===== config.mk =====
export PLATFORM = sky130hd
export DESIGN_NAME = fsp_regs
export DESIGN_NICKNAME = d
export VERILOG_FILES = /design/src/core/fsp_pkg.sv /design/src/core/fsp_link_if.sv /design/src/core/fsp_regs.sv /design/src/core/fsp_sync.sv /design/src/core/fsp_serial.sv
export SDC_FILE = /design/constraint.sdc
export NUM_CORES = 1
export LEC_CHECK = 0
export BUFFER_PORTS_ARGS = -buffer_cell sky130_fd_sc_hd__buf_4
export CORE_MARGIN = 2
export CORE_UTILIZATION = 55
export DETAILED_ROUTE_END_ITERATION = 8
export PLACE_DENSITY = 0.73
export SYNTH_ARGS = -nofsm -noshare
export SYNTH_HDL_FRONTEND = slang
export SYNTH_SLANG_ARGS = --single-unit

===== constraint.sdc =====
create_clock -name i_ref_clk -period 4.8 [get_ports i_ref_clk]
set_clock_uncertainty 0.1 [all_clocks]
set_input_delay 0 -clock i_ref_clk [delete_from_list [all_inputs] [get_ports i_ref_clk]]
set_output_delay 0 -clock i_ref_clk [all_outputs]
set_load 0.02 [all_outputs]

===== src/core/fsp_pkg.sv =====
// shared constants and types for the flash status and protection logic
package fsp_pkg;
  // status word bit positions
  localparam int STAT_BUSY = 0;
  localparam int STAT_WEL = 1;
  localparam int STAT_PROT_LSB = 2;
  localparam int STAT_QUAD = 6;
  localparam int STAT_LOCK = 7;
  localparam logic [7:0] STATUS_RESET = 8'h00;
  // function word bit positions
  localparam int FUNC_RST_OFF = 0;
  localparam int FUNC_PPAUSE = 2;
  localparam int FUNC_EPAUSE = 3;
  localparam int FUNC_IRL_LSB = 4;
  localparam logic [7:0] FUNC_RESET = 8'h00;
  localparam logic FUNC_RST_OFF_RESET = 1'b0;
  // latch-gated array commands
  localparam logic [7:0] OP_PAGE_PROG = 8'h02;
  localparam logic [7:0] OP_QPROG_A = 8'h32;
  localparam logic [7:0] OP_QPROG_B = 8'h38;
  localparam logic [7:0] OP_SECT_ERASE_A = 8'hD7;
  localparam logic [7:0] OP_SECT_ERASE_B = 8'h20;
  localparam logic [7:0] OP_BLK32_ERASE = 8'h52;
  localparam logic [7:0] OP_BLK64_ERASE = 8'hD8;
  localparam logic [7:0] OP_ARRAY_ERASE_A = 8'hC7;
  localparam logic [7:0] OP_ARRAY_ERASE_B = 8'h60;
  // latch-gated register and info-row commands
  localparam logic [7:0] OP_STAT_WR = 8'h01;
  localparam logic [7:0] OP_FUNC_WR = 8'h42;
  localparam logic [7:0] OP_RP_NV_WR = 8'h65;
  localparam logic [7:0] OP_XRP_NV_WR = 8'h85;
  localparam logic [7:0] OP_ROW_ERASE = 8'h64;
  localparam logic [7:0] OP_ROW_PROG = 8'h62;
  localparam logic [7:0] OP_BOOT_WR = 8'h15;
  // latch, read, suspend and reset commands
  localparam logic [7:0] OP_WR_EN = 8'h06;
  localparam logic [7:0] OP_WR_DIS = 8'h04;
  localparam logic [7:0] OP_STAT_RD = 8'h05;
  localparam logic [7:0] OP_FUNC_RD = 8'h48;
  localparam logic [7:0] OP_XRP_RD = 8'h81;
  localparam logic [7:0] OP_SUSPEND = 8'h75;
  localparam logic [7:0] OP_RESUME = 8'h7A;
  localparam logic [7:0] OP_SW_RESET = 8'h99;
  // array geometry: 64 KB protection blocks, info-row select bits
  localparam int PROT_BLOCKS = 32;
  localparam int BLK_ADDR_LSB = 16;
  localparam int ROW_ADDR_LSB = 12;
  // operation durations in clock cycles
  localparam int PROG_CYCLES = 64;
  localparam int ERASE_CYCLES = 256;
  localparam int REG_CYCLES = 32;
  localparam int CNT_W = 16;
  // synchroniser reset image: sck, cs_n, si, wp_n, dedicated reset_n, pause/reset_n
  localparam logic [5:0] PIN_IDLE = 6'h3E;
  typedef enum logic [1:0] {FSP_OP_IDLE, FSP_OP_PROG, FSP_OP_ERASE, FSP_OP_REG} fsp_op_e;
endpackage


===== src/core/fsp_link_if.sv =====
// byte link between the serial front end and the register core
`timescale 1ns/10ps
interface fsp_link_if;
  logic byte_stb;
  logic first_byte;
  logic [7:0] rx_byte;
  logic frame_end;
  logic [7:0] tx_byte;
  logic tx_en;
  modport front (output byte_stb, output first_byte, output rx_byte, output frame_end,
                 input tx_byte, input tx_en);
  modport core (input byte_stb, input first_byte, input rx_byte, input frame_end,
                output tx_byte, output tx_en);
endinterface


===== src/core/fsp_regs.sv =====
// status and function registers with write latch, busy, protection and suspend
//
// Functional notes
// - busy flag is 1 while program, erase or register write runs; read-only.
// - while busy, only register reads, resets and a due suspend are accepted.
// - suspend is accepted during a running program or erase.
// - busy clears when the operation ends, then commands are accepted.
// - write-class commands are refused while the write latch is 0.
// - write-enable command sets the write latch.
// - volatile read-register settings need no write latch.
// - write-disable clears the latch; any write completion clears it too.
// - program and erase opcodes listed are latch-gated.
// - register and info-row write opcodes listed are latch-gated.
// - program or erase to a protected area is refused.
// - protect_select decodes top or bottom 64 KB block ranges, all, or none.
// - whole-array erase runs only when protect_select is zero.
// - lock bit with write-protect low freezes status bits 7..2 while quad enable is 0.
// - status write allowed when unlocked, or locked with write-protect high.
// - quad enable turns protect and pause/reset pins into data lines.
// - an info row may be programmed only while its lock bit is 0.
// - one-time-programmable function bits never return to 0 through a function write.
// - reset-off bit moves the reset function to the pause/reset pin.
// - program suspend sets program paused flag; resume clears it.
// - erase suspend sets erase paused flag; resume clears it.
// - status layout: lock 7, quad 6, protect 5..2, latch 1, busy 0.
// - write latch changes only by enable/disable commands, completion and reset, not status write data.
`timescale 1ns/10ps
module fsp_regs import fsp_pkg::*; #(
  parameter int PROG_LEN = PROG_CYCLES,
  parameter int ERASE_LEN = ERASE_CYCLES,
  parameter int REG_LEN = REG_CYCLES,
  parameter int NUM_BLOCKS = PROT_BLOCKS,
  parameter logic RST_OFF_DEFAULT = FUNC_RST_OFF_RESET
) (
  input wire logic i_ref_clk,
  input wire logic i_reset,
  input wire logic i_clk_en,
  input wire logic i_sck,
  input wire logic i_cs_n,
  input wire logic i_si,
  input wire logic i_wp_n,
  input wire logic i_reset_dedicated_n,
  input wire logic i_pause_reset_n,
  input wire logic i_load_nv,
  input wire logic [7:0] i_nv_status,
  input wire logic [7:0] i_nv_function,
  output logic o_so,
  output logic o_so_oe,
  output logic [7:0] o_status_word,
  output logic [7:0] o_function_word,
  output logic o_wp_func_en,
  output logic o_pause_func_en,
  output logic o_quad_io_en,
  output logic o_reset_shared_pin,
  output logic o_write_busy
);
  localparam int BLK_W = $clog2(NUM_BLOCKS);

  fsp_link_if link ();
  logic [5:0] pins_s;
  wire sck_s = pins_s[5];
  wire cs_n_s = pins_s[4];
  wire si_s = pins_s[3];
  wire wp_n_s = pins_s[2];
  wire ded_n_s = pins_s[1];
  wire hold_n_s = pins_s[0];

  // all pins cross into the clock domain through two flops
  fsp_sync #(.W(6), .RST(PIN_IDLE)) u_sync (
    .i_ref_clk(i_ref_clk),
    .i_reset(i_reset),
    .i_clk_en(i_clk_en),
    .i_async({i_sck, i_cs_n, i_si, i_wp_n, i_reset_dedicated_n, i_pause_reset_n}),
    .o_sync(pins_s)
  );

  fsp_serial u_serial (
    .i_ref_clk(i_ref_clk),
    .i_reset(i_reset),
    .i_clk_en(i_clk_en),
    .i_sck(sck_s),
    .i_cs_n(cs_n_s),
    .i_si(si_s),
    .link(link.front),
    .o_so(o_so),
    .o_so_oe(o_so_oe)
  );

  // register state
  logic busy_ff, wel_ff, lock_ff, quad_ff, rst_off_ff, ppause_ff, epause_ff;
  logic [3:0] prot_ff, irl_ff;
  fsp_op_e op_kind_ff;
  logic [CNT_W-1:0] cnt_ff;
  logic [7:0] opcode_ff, data_ff, tx_ff;
  logic [23:0] addr_ff;
  logic [2:0] nbytes_ff;
  logic seen_ff, tx_en_ff;

  // 64 KB block protection decode
  function automatic logic blk_protected(input logic [3:0] sel, input logic [BLK_W-1:0] blk);
    int s;
    int b;
    logic hit;
    s = int'(sel);
    b = int'(blk);
    hit = 1'b0;
    if (s >= 1 && s <= 5) begin
      hit = b >= NUM_BLOCKS - (1 << (s - 1));
    end else if (s >= 6 && s <= 9) begin
      hit = 1'b1;
    end else if (s >= 10 && s <= 14) begin
      hit = b < (1 << (14 - s));
    end
    return hit;
  endfunction

  // opcode classes
  wire [7:0] op = opcode_ff;
  wire is_prog = (op == OP_PAGE_PROG) | (op == OP_QPROG_A) | (op == OP_QPROG_B);
  wire is_blk_erase = (op == OP_SECT_ERASE_A) | (op == OP_SECT_ERASE_B) |
                      (op == OP_BLK32_ERASE) | (op == OP_BLK64_ERASE);
  wire is_array_erase = (op == OP_ARRAY_ERASE_A) | (op == OP_ARRAY_ERASE_B);
  wire is_misc_nv = (op == OP_RP_NV_WR) | (op == OP_XRP_NV_WR) | (op == OP_ROW_ERASE) |
                    (op == OP_BOOT_WR);
  wire is_read = (op == OP_STAT_RD) | (op == OP_FUNC_RD) | (op == OP_XRP_RD);
  wire is_suspend = op == OP_SUSPEND;
  wire is_resume = op == OP_RESUME;
  wire is_sw_reset = op == OP_SW_RESET;

  // acceptance: a busy device lets only reads, resets and a due suspend through
  wire run_pe = busy_ff & ((op_kind_ff == FSP_OP_PROG) | (op_kind_ff == FSP_OP_ERASE));
  wire busy_pass = is_read | is_sw_reset | (is_suspend & run_pe);
  wire go = link.frame_end & seen_ff & (~busy_ff | busy_pass);

  // guards on write-class commands
  wire has_data = nbytes_ff >= 3'h1;
  wire has_addr = nbytes_ff >= 3'h3;
  wire [BLK_W-1:0] blk = addr_ff[BLK_ADDR_LSB +: BLK_W];
  wire prot_hit = blk_protected(prot_ff, blk);
  wire [1:0] row = addr_ff[ROW_ADDR_LSB +: 2];
  wire hw_locked = lock_ff & ~quad_ff & ~wp_n_s;
  wire no_pause = ~ppause_ff & ~epause_ff;
  // volatile read-register sets are not in any gated class, so they skip the latch
  wire wgo = go & wel_ff;

  wire start_prog = wgo & is_prog & has_addr & ~prot_hit & no_pause;
  wire start_erase = wgo & no_pause &
                     ((is_blk_erase & has_addr & ~prot_hit) |
                      (is_array_erase & (prot_ff == 4'h0)));
  wire do_stat_wr = wgo & (op == OP_STAT_WR) & has_data & ~hw_locked;
  wire do_func_wr = wgo & (op == OP_FUNC_WR) & has_data;
  wire do_row_prog = wgo & (op == OP_ROW_PROG) & has_addr & ~irl_ff[row];
  wire start_reg = do_stat_wr | do_func_wr | do_row_prog | (wgo & is_misc_nv);
  wire do_suspend = go & is_suspend & run_pe;
  wire do_resume = go & is_resume & ~no_pause;
  wire done = busy_ff & (cnt_ff == '0);

  // reset from the selected pin; the shared pin carries data in quad mode
  wire pin_rst = rst_off_ff ? (~quad_ff & ~hold_n_s) : ~ded_n_s;
  wire dev_rst = pin_rst | (go & is_sw_reset);

  // operation length for the command being started
  wire [CNT_W-1:0] start_len = start_prog ? CNT_W'(PROG_LEN - 1) :
                               start_erase ? CNT_W'(ERASE_LEN - 1) : CNT_W'(REG_LEN - 1);

  // frame capture: opcode, then up to four further bytes, the address keeping the last three
  always_ff @(posedge i_ref_clk) begin
    if (i_reset) begin
      opcode_ff <= 8'h00;
      addr_ff <= 24'h000000;
      data_ff <= 8'h00;
      nbytes_ff <= 3'h0;
      seen_ff <= 1'b0;
    end else if (i_clk_en) begin
      if (link.frame_end) begin
        seen_ff <= 1'b0;
      end else if (link.byte_stb && link.first_byte) begin
        opcode_ff <= link.rx_byte;
        nbytes_ff <= 3'h0;
        seen_ff <= 1'b1;
      end else if (link.byte_stb && nbytes_ff != 3'h4) begin
        addr_ff <= {addr_ff[15:0], link.rx_byte};
        if (nbytes_ff == 3'h0) begin
          data_ff <= link.rx_byte;
        end
        nbytes_ff <= nbytes_ff + 3'h1;
      end
    end
  end

  // busy flag and operation timer; the timer holds while suspended
  always_ff @(posedge i_ref_clk) begin
    if (i_reset) begin
      busy_ff <= 1'b0;
      op_kind_ff <= FSP_OP_IDLE;
      cnt_ff <= '0;
    end else if (i_clk_en) begin
      if (dev_rst) begin
        busy_ff <= 1'b0;
        op_kind_ff <= FSP_OP_IDLE;
      end else if (start_prog | start_erase | start_reg) begin
        busy_ff <= 1'b1;
        cnt_ff <= start_len;
        op_kind_ff <= start_prog ? FSP_OP_PROG : start_erase ? FSP_OP_ERASE : FSP_OP_REG;
      end else if (do_resume) begin
        busy_ff <= 1'b1;
      end else if (done) begin
        busy_ff <= 1'b0;
        op_kind_ff <= FSP_OP_IDLE;
      end else if (do_suspend) begin
        busy_ff <= 1'b0;
      end else if (busy_ff) begin
        cnt_ff <= cnt_ff - CNT_W'(1);
      end
    end
  end

  // write latch: enable, disable, cleared by completion; status write leaves it
  always_ff @(posedge i_ref_clk) begin
    if (i_reset) begin
      wel_ff <= 1'b0;
    end else if (i_clk_en) begin
      if (dev_rst || done) begin
        wel_ff <= 1'b0;
      end else if (go && op == OP_WR_EN) begin
        wel_ff <= 1'b1;
      end else if (go && op == OP_WR_DIS) begin
        wel_ff <= 1'b0;
      end
    end
  end

  // paused flags follow suspend and resume of the interrupted operation
  always_ff @(posedge i_ref_clk) begin
    if (i_reset) begin
      ppause_ff <= 1'b0;
      epause_ff <= 1'b0;
    end else if (i_clk_en) begin
      if (dev_rst || do_resume) begin
        ppause_ff <= 1'b0;
        epause_ff <= 1'b0;
      end else if (do_suspend) begin
        ppause_ff <= op_kind_ff == FSP_OP_PROG;
        epause_ff <= op_kind_ff == FSP_OP_ERASE;
      end
    end
  end

  // non-volatile status bits: power-on image or status write only
  always_ff @(posedge i_ref_clk) begin
    if (i_reset) begin
      lock_ff <= STATUS_RESET[STAT_LOCK];
      quad_ff <= STATUS_RESET[STAT_QUAD];
      prot_ff <= STATUS_RESET[STAT_PROT_LSB +: 4];
    end else if (i_clk_en) begin
      if (i_load_nv) begin
        lock_ff <= i_nv_status[STAT_LOCK];
        quad_ff <= i_nv_status[STAT_QUAD];
        prot_ff <= i_nv_status[STAT_PROT_LSB +: 4];
      end else if (do_stat_wr) begin
        lock_ff <= data_ff[STAT_LOCK];
        quad_ff <= data_ff[STAT_QUAD];
        prot_ff <= data_ff[STAT_PROT_LSB +: 4];
      end
    end
  end

  // one-time bits only gain ones from a function write; bit 1 has no storage
  always_ff @(posedge i_ref_clk) begin
    if (i_reset) begin
      rst_off_ff <= RST_OFF_DEFAULT;
      irl_ff <= FUNC_RESET[FUNC_IRL_LSB +: 4];
    end else if (i_clk_en) begin
      if (i_load_nv) begin
        rst_off_ff <= i_nv_function[FUNC_RST_OFF];
        irl_ff <= i_nv_function[FUNC_IRL_LSB +: 4];
      end else if (do_func_wr) begin
        rst_off_ff <= rst_off_ff | data_ff[FUNC_RST_OFF];
        irl_ff <= irl_ff | data_ff[FUNC_IRL_LSB +: 4];
      end
    end
  end

  // read words as assembled from the register state
  wire [7:0] stat_word = {lock_ff, quad_ff, prot_ff, wel_ff, busy_ff};
  wire [7:0] func_word = {irl_ff, epause_ff, ppause_ff, 1'b0, rst_off_ff};
  wire [7:0] rd_op = link.first_byte ? link.rx_byte : opcode_ff;
  wire [7:0] rd_word = (rd_op == OP_STAT_RD) ? stat_word :
                       (rd_op == OP_FUNC_RD) ? func_word : 8'h00;
  wire rd_ok = ((rd_op == OP_STAT_RD) | (rd_op == OP_FUNC_RD) | (rd_op == OP_XRP_RD));

  assign link.tx_byte = tx_ff;
  assign link.tx_en = tx_en_ff;

  // reply byte refreshed at every byte boundary so repeated reads track state
  always_ff @(posedge i_ref_clk) begin
    if (i_reset) begin
      tx_ff <= 8'h00;
      tx_en_ff <= 1'b0;
    end else if (i_clk_en) begin
      if (link.frame_end) begin
        tx_en_ff <= 1'b0;
      end else if (link.byte_stb) begin
        tx_ff <= rd_word;
        tx_en_ff <= rd_ok;
      end
    end
  end

  // registered copies for the outputs and pin function selects
  always_ff @(posedge i_ref_clk) begin
    if (i_reset) begin
      o_status_word <= STATUS_RESET;
      o_function_word <= FUNC_RESET;
      o_wp_func_en <= 1'b1;
      o_pause_func_en <= 1'b1;
      o_quad_io_en <= 1'b0;
      o_reset_shared_pin <= 1'b0;
      o_write_busy <= 1'b0;
    end else if (i_clk_en) begin
      o_status_word <= stat_word;
      o_function_word <= func_word;
      o_wp_func_en <= ~quad_ff;
      o_pause_func_en <= ~quad_ff;
      o_quad_io_en <= quad_ff;
      o_reset_shared_pin <= rst_off_ff;
      o_write_busy <= busy_ff;
    end
  end
endmodule


===== src/core/fsp_sync.sv =====
// two-stage synchroniser for pins from outside the clock domain
`timescale 1ns/10ps
module fsp_sync import fsp_pkg::*; #(
  parameter int W = 1,
  parameter logic [W-1:0] RST = '0
) (
  input wire logic i_ref_clk,
  input wire logic i_reset,
  input wire logic i_clk_en,
  input wire logic [W-1:0] i_async,
  output logic [W-1:0] o_sync
);
  logic [W-1:0] meta_ff;

  // first stage feeds only the second stage
  always_ff @(posedge i_ref_clk) begin
    if (i_reset) begin
      meta_ff <= RST;
      o_sync <= RST;
    end else if (i_clk_en) begin
      meta_ff <= i_async;
      o_sync <= meta_ff;
    end
  end
endmodule


===== src/core/fsp_serial.sv =====
// serial front end: mode 0 byte receive and transmit on sampled pins
`timescale 1ns/10ps
module fsp_serial import fsp_pkg::*; (
  input wire logic i_ref_clk,
  input wire logic i_reset,
  input wire logic i_clk_en,
  input wire logic i_sck,
  input wire logic i_cs_n,
  input wire logic i_si,
  fsp_link_if.front link,
  output logic o_so,
  output logic o_so_oe
);
  logic sck_d_ff, cs_d_ff, first_ff, stb_ff, isfirst_ff, end_ff;
  logic [2:0] bit_cnt_ff;
  logic [7:0] sh_ff, rx_ff, tx_sh_ff;
  wire sel = ~i_cs_n;
  wire rise = sel & i_sck & ~sck_d_ff;
  wire fall = sel & ~i_sck & sck_d_ff;

  assign link.byte_stb = stb_ff;
  assign link.first_byte = isfirst_ff;
  assign link.rx_byte = rx_ff;
  assign link.frame_end = end_ff;

  // edge history and frame end strobe
  always_ff @(posedge i_ref_clk) begin
    if (i_reset) begin
      sck_d_ff <= 1'b0;
      cs_d_ff <= 1'b1;
      end_ff <= 1'b0;
    end else if (i_clk_en) begin
      sck_d_ff <= i_sck;
      cs_d_ff <= i_cs_n;
      end_ff <= i_cs_n & ~cs_d_ff;
    end
  end

  // receive: shift on rising sck, strobe every eighth bit
  always_ff @(posedge i_ref_clk) begin
    if (i_reset) begin
      bit_cnt_ff <= 3'h0;
      sh_ff <= 8'h00;
      rx_ff <= 8'h00;
      first_ff <= 1'b1;
      stb_ff <= 1'b0;
      isfirst_ff <= 1'b0;
    end else if (i_clk_en) begin
      stb_ff <= rise & (bit_cnt_ff == 3'h7);
      if (!sel) begin
        bit_cnt_ff <= 3'h0;
        first_ff <= 1'b1;
      end else if (rise) begin
        sh_ff <= {sh_ff[6:0], i_si};
        bit_cnt_ff <= bit_cnt_ff + 3'h1;
        if (bit_cnt_ff == 3'h7) begin
          rx_ff <= {sh_ff[6:0], i_si};
          isfirst_ff <= first_ff;
          first_ff <= 1'b0;
        end
      end
    end
  end

  // transmit: new byte taken at the first falling edge of each byte slot
  always_ff @(posedge i_ref_clk) begin
    if (i_reset) begin
      tx_sh_ff <= 8'h00;
      o_so <= 1'b0;
      o_so_oe <= 1'b0;
    end else if (i_clk_en) begin
      o_so_oe <= sel & link.tx_en;
      if (fall && bit_cnt_ff == 3'h0) begin
        o_so <= link.tx_byte[7];
        tx_sh_ff <= {link.tx_byte[6:0], 1'b0};
      end else if (fall) begin
        o_so <= tx_sh_ff[7];
        tx_sh_ff <= {tx_sh_ff[6:0], 1'b0};
      end
    end
  end
endmodule


==> metrics.md, run 1 <==
| Metric | Value |
|---|---|
| Max FO, Critical Path | `7` |
| Leakage | `3.11 nW` |
| Vias in the first global route | `6049` |
| Top cells by count, synth | `139 x dfxtp_1, 131 x nand2_1, 90 x nor2_1, 71 x a21oi_1, 47 x mux2i_1` |
| Area grow syn2layout | `16.0%` |
| Min-delay worst type | `input port to register` |
| Slowest cell on crit path | `or4b_1` |
| Worst skew pair latency | `0.42 ns` |
| Setup TNS | `0 ns` |
| Global-route wire length before repair | `29000 µm` |
| CP endpoint kind | `register` |
| Initial antenna violation count | `0` |
| Post-synth EDFFs | `0` |
| Total Power | `2.68 mW` |
| Syn Area/Cell | `8.26 µm²` |
| Worst reg2reg path depth | `16` |
| CTS Buffer Depth | `2` |
| Final Slew Violations | `0` |
| GP Congestion | `0.885` |
| Grt total ovfl | `0` |
| Via-per-instance ratio | `5.92` |
| Overall global routing resource usage | `25.5%` |
| Clk slew on worst S/H paths | `0.06 ns` |
| Port buffer count | `42` |
| Antenna Nets Post-Route | `0` |
| Cts bufs inserted | `17` |
| Dpl hpwl | `11900 µm` |
| Top cells by area, synth | `dfxtp_1 39%, nand2_1 7.0%, mux2i_1 6.7%, a21oi_1 5.0%, nor2_1 4.8%` |
| Htree depth | `4` |
| Largest net degree at the start of global routing | `104` |
| CP Launch Type | `register` |
| Crit path kind | `register to register` |
| Antenna cells | `0` |
| Ys flop type | `dfxtp_1` |
| Gate Count Post-Synth | `856` |
| Synth warnings | `0` |
| Total number of vias | `6320` |
| I/O pin count | `49` |
| Cell total after placement | `1016` |
| Final Critical Period | `3.95 ns` |
| Final Setup Violations | `0` |
| Syn_nets | `906` |
| Die width | `117 µm` |
| Async set-reset flop share out of synthesis | `0%` |
| CTS tree | `done` |
| Clock Tree Root | `clkbuf_16` |
| Pre-antenna DRT Iters | `5` |
| Yosys top cell by area | `dfxtp_1` |
| Non-filler instance count after layout | `1067` |
| Pwr/cell area | `326 nW/µm²` |
| Critical path required time | `5.03 ns` |
| Most frequent cell after synthesis | `dfxtp_1` |
| Hold Path Stages | `3` |
| Hold Vio Cnt, Final | `0` |
| RSZ-0062 raised after global routing | `false` |
| Worst EP arrival | `4.18 ns` |
| VDD IR max | `0.407 mV` |
| Post-route DRC | `0` |
| Crit-path max cell delay | `0.52 ns` |
| Layout cells sized above 1 | `12.0%` |
| Most frequent CP cell | `ha_1` |
| DRT iter0 DRCs | `514` |
| FF+latch count, synth | `139` |
| CTS-repair resized insts | `0` |
| CP cell instances | `inv_1 -> ha_1 -> nand2_1 -> a2bb2oi_1 -> or3b_2 -> ha_1 -> xor2_1 -> nand2_1 -> o21ai_0 -> ha_1 -> o22ai_1 -> o31ai_1 -> and2_4 -> nor3b_4 -> or4b_1 -> o221ai_1` |
| Wire per inst | `16.2 µm` |
| Sequential-to-total area share from yosys stat | `39.3%` |
| Fmax achieved | `253 MHz` |
| Max-cap viol count | `0` |
| Initial core utilization | `56.3%` |
| CTS sink count | `139` |
| Synthesized area | `7070 µm²` |
| Die area | `13800 µm²` |
| Status | `complete, no violations` |
| Post-CTS Setup Inserts | `0` |
| Cts-stage hold buffer count | `19` |
| Placement Rows | `41` |
| Synth unique cells | `77` |
| Slew @ Worst Pin | `1.17 ns` |
| Ratio of final minimum period to clock period | `82.2%` |
| Chip height | `117 µm` |
| Fillers | `1046` |
| Slew headroom | `21.8%` |
| Layout Nets | `932` |
| Synth top area share | `39.3%` |
| Core box area | `12600 µm²` |
| Drt total wl | `17300 µm` |
[area by class of cell]
type | instances | area, µm² | share of cell area (%)
well taps | 172 | 215 | 2.62
clock inverters | 11 | 130 | 1.59
clock buffers | 21 | 480 | 5.86
inverters | 26 | 97.6 | 1.19
multi-input cells | 627 | 3920 | 47.8
flip-flops and latches | 139 | 2780 | 33.9
repair buffers | 71 | 581 | 7.08
[cells in the final DEF, fill, tap and decap left out, types with 10 or more instances in the layout]
master,count
nand2_1,131
nor2b_1,11
nor2_1,90
a21oi_1,71
nand3_1,18
dfxtp_1,139
buf_4,52
dlygate4sd3_1,19
clkbuf_16,17
inv_1,24
nor4_1,16
a211oi_1,24
a31oi_1,10
o21a_1,10
a22oi_1,10
nor3_1,13
ha_1,24
mux2i_1,47
o21ai_0,21
[logic make-up (layout without fill, tap and decap cells)]
group,after synthesis,in the layout,synth area share (%)
simple gates,342,342,23.2
compound gates,203,203,19.7
flops,139,139,39.3
fa+ha+maj,24,24,4.25
xor+xnor,9,9,1.11
buf+inv,90,129,5.34
mux,48,48,6.97
other cells,1,1,0.0530
[critical path, delay by kind of cell (launching register included)]
| kind | cells | cell delay (ns) |
|---|---|---|
| XOR/XNOR | 1 | 0.19 |
| adder cells (fa/ha/maj) | 3 | 0.89 |
| AO/OA/AOI/OAI | 5 | 0.77 |
| flip-flops | 1 | 0.31 |
| buffers and inverters | 1 | 0.13 |
| AND/OR/NAND/NOR | 6 | 1.47 |
[worst paths after layout]
path | from | end | slack [ns]
min | i_load_nv | lock_ff | 0.04
max reg2reg | prot_ff[0] | cnt_ff[6] | 0.85
max | prot_ff[0] | cnt_ff[6] | 0.85
min reg2reg | addr_ff[8] | addr_ff[16] | 0.35
[through the flow]
stage	util [%]	instance area (µm²)	setup slack, ns	hold slack [ns]
after floorplan	-	7070	1.00	0.0284
after global placement	58.9	7400	1.02	0.116
after detailed placement	58.9	7400	0.861	0.120
after CTS	65.3	8200	0.860	0.0263
after global routing	65.3	8200	0.544	0.0604
final	65.3	8200	0.852	0.0424
[layer usage]
layer  track usage, %  part of all wire [%]
met1             31.6                    44
met2             43.4                    49
met3             5.30                   4.6
met4             9.86                   2.4
met5                0                     0
[sequential cells by signal, summed over array words and instances, names as in the netlist, 2 cells and up]
signal                 count
u_serial.link.rx_byte      8
op                         8
nbytes_ff                  3
irl_ff                     4
data_ff                    7
o_function_word            7
u_sync.meta_ff             6
link.tx_byte               8
u_serial.sh_ff             7
op_kind_ff                 2
addr_ff                   17
cnt_ff                    16
u_sync.o_sync              6
o_status_word              8
u_serial.tx_sh_ff          7
u_serial.bit_cnt_ff        3
prot_ff                    4
[power breakdown]
| part | internal, mW | total (mW) | switching (mW) |
|---|---|---|---|
| sequential | 1.17 | 1.18 | 0.0115 |
| combinational | 0.0642 | 0.157 | 0.0929 |
| clock | 0.826 | 1.34 | 0.514 |
| total | 2.06 | 2.68 | 0.619 |
Note: power is estimated with default switching activity, not from simulation.
==> run 2: changes to the inputs <==
--- a/config.mk
+++ b/config.mk
@@ -9,7 +9,7 @@
 export CORE_MARGIN = 2
 export CORE_UTILIZATION = 55
 export DETAILED_ROUTE_END_ITERATION = 8
-export PLACE_DENSITY = 0.73
+export PLACE_DENSITY = 0.76
 export SYNTH_ARGS = -nofsm -noshare
 export SYNTH_HDL_FRONTEND = slang
 export SYNTH_SLANG_ARGS = --single-unit
==> constraint.sdc (replaced) <==
create_clock -name i_ref_clk -period 3.3 [get_ports i_ref_clk]
set_clock_uncertainty 0.1 [all_clocks]
set_input_delay 0 -clock i_ref_clk [delete_from_list [all_inputs] [get_ports i_ref_clk]]
set_output_delay 0 -clock i_ref_clk [all_outputs]
set_load 0.02 [all_outputs]
==> metrics.md, run 2 (synthesis gave the netlist of run 1 again) <==
| Metric | Value |
|---|---|
| Slew headroom | `29.8%` |
| Setup TNS | `-0.112 ns` |
| Crit-path max cell delay | `0.41 ns` |
| Pre-antenna DRT Iters | `5` |
| Global-route wire length before repair | `30200 µm` |
| I/O pin count | `49` |
| Placement Rows | `41` |
| Layout Nets | `953` |
| Reg2Reg Setup Slack | `-0.06 ns` |
| Die width | `117 µm` |
| Worst EP arrival | `3.59 ns` |
| Critical path required time | `3.53 ns` |
| CTS tree | `done` |
| Crit path kind | `register to register` |
| Chip height | `117 µm` |
| Fin Hold WS | `0.0386 ns` |
| Worst reg2reg path depth | `17` |
| Area post-placement | `7560 µm²` |
| Antenna cells | `0` |
| Hold Vio Cnt, Final | `0` |
| Fillers | `1008` |
| DRT iter0 DRCs | `513` |
| Max FO, Critical Path | `6` |
| Ratio of final minimum period to clock period | `102%` |
| Max FFs per register | `17` |
| Pre-CTS setup slack | `-0.103 ns` |
| Min-delay worst type | `input port to register` |
| Worst Setup SP | `prot_ff[0]` |
| Commonest cells after routing, fill and taps aside | `136 x dfxtp_1, 130 x nand2_1, 87 x nor2_1, 71 x buf_4, 70 x a21oi_1` |
| Biggest regs | `addr_ff (17), cnt_ff (16)` |
| Area grow syn2layout | `20.2%` |
| CP Launch Type | `register` |
| Post-route cell area | `8500 µm²` |
| Failing checks | `negative setup slack` |
| Layout cells sized above 1 | `15.6%` |
| VDD IR max | `0.354 mV` |
| Total Power | `4.08 mW` |
| Most common cell after layout, fill and taps aside | `dfxtp_1` |
| Status | `finished with violations` |
| Most flops, register | `addr_ff` |
| Post-route DRC | `0` |
| Fmax achieved | `298 MHz` |
| Antenna Nets Post-Route | `0` |
| CTS sink count | `139` |
| Wire per inst | `16.8 µm` |
| CP endpoint kind | `register` |
| Slowest cell on crit path | `or3b_4` |
| Initial antenna violation count | `0` |
| Total number of vias | `6449` |
| Final Setup Violations | `3` |
| Final Slew Violations | `0` |
| Die area | `13800 µm²` |
| Leakage | `3.26 nW` |
| Port buffer count | `42` |
| Clk slew on worst S/H paths | `0.06 ns` |
| Clock Tree Root | `clkbuf_16` |
| Pwr/cell area | `479 nW/µm²` |
| Initial core utilization | `56.3%` |
| CP cell instances | `inv_4 -> ha_4 -> nand2_2 -> a2bb2oi_2 -> or3b_4 -> ha_4 -> xor2_1 -> nand2_1 -> o21ai_1 -> ha_1 -> o22ai_2 -> o31ai_2 -> and2_4 -> o41ai_4 -> buf_4 -> nor2_2 -> a311oi_2` |
| Max-cap viol count | `0` |
| Grt total ovfl | `0` |
| Reg2reg start | `prot_ff[0]` |
| Register area | `2790 µm²` |
| Largest net degree at the start of global routing | `95` |
| Crit path capture | `cnt_ff[1]` |
| Final Critical Period | `3.36 ns` |
| R2R Path End | `cnt_ff[1]` |
| Core box area | `12600 µm²` |
| Post-route setup slack | `-0.0606 ns` |
| RSZ-0062 raised after global routing | `true` |
| CTS Buffer Depth | `2` |
| Most frequent CP cell | `ha_4` |
| Vias in the first global route | `6289` |
| Dpl hpwl | `12400 µm` |
| Htree depth | `4` |
| Area taken by multi-input logic gates | `4000 µm²` |
| Via-per-instance ratio | `5.93` |
| Slew @ Worst Pin | `1.05 ns` |
| Worst skew pair latency | `0.43 ns` |
| GP Congestion | `0.922` |
| Drt total wl | `18200 µm` |
| Overall global routing resource usage | `26.7%` |
| Cts bufs inserted | `17` |
-- run 2: changes by cell type in the layout (fill, tap and decap cells not counted), moves of 3 or more --
cell / change
buf_4: +19
bufinv_16: +3
clkbuf_1: +3
dfxtp_1: -3
ha_1: -3
inv_6: -3
nor2_1: -3
nor2_2: +3
o21ai_0: -3
o21ai_1: +3
-- run 2: worst max-delay path, delay by kind of cell, from the launching register on --
kind	cells	cell delay [ns]
adder cells (fa/ha/maj)	3	0.63
buffers and inverters	2	0.26
AND/OR/NAND/NOR	5	0.76
flip-flops	1	0.36
XOR/XNOR	1	0.14
AO/OA/AOI/OAI	6	1.01
-- run 2: report_power, final --
| part | switching (mW) | internal (mW) |
|---|---|---|
| logic | 0.143 | 0.112 |
| registers | 0.0193 | 1.70 |
| clock network | 0.722 | 1.38 |
| total | 0.884 | 3.19 |
-- run 2: metal layers --
| layer | global-route usage, % | vias up | wire length [µm] |
|---|---|---|---|
| li1 | - | 3156 | - |
| met5 | 0 | - | 0 |
| met1 | 31.8 | 3037 | 7750 |
| met2 | 46.5 | 210 | 9170 |
| met3 | 4.67 | 46 | 756 |
| met4 | 12.8 | 0 | 568 |
-- run 2: metrics by stage --
step | instances | util (%)
finish | 1088 | 67.7
global route | 1088 | 67.7
CTS | 1087 | 67.5
detailed placement | 1032 | 60.2
global placement | 1032 | 60.2
floorplan | 856 | -
-- run 2: what timing repair did --
item | CTS | global route
endpoints found under the setup margin | 6 | 18
buffers inserted | 3 | 1
pin swaps | 15 | 2
hold buffers | 20 | 0
gates resized for setup | 12 | 6
hold endpoints to repair | 40 | 0
-- run 2: cell type report --
| cell class | instances | area share, % |
|---|---|---|
| clock buffer | 22 | 5.46 |
| clock inverter | 10 | 2.21 |
| inverter | 26 | 1.21 |
| multi-input combinational | 627 | 47.0 |
| sequential | 139 | 32.8 |
| tap | 172 | 2.53 |
| timing repair buffer | 92 | 8.76 |
-- run 2: how the worst min path moves through the flow --
stage	from	endpoint	slack (ns)	cells past startpoint
6_report	i_load_nv	irl_ff[2]	0.04	3
4_1_cts	i_load_nv	irl_ff[2]	0.02	3
3_5_place_dp	i_sck	u_sync.meta_ff[5]	0.12	3
3_3_place_gp	i_si	u_sync.meta_ff[3]	0.12	3
2_1_floorplan	i_reset_dedicated_n	u_sync.meta_ff[1]	0.03	2
5_1_grt	i_load_nv	prot_ff[1]	0.07	3
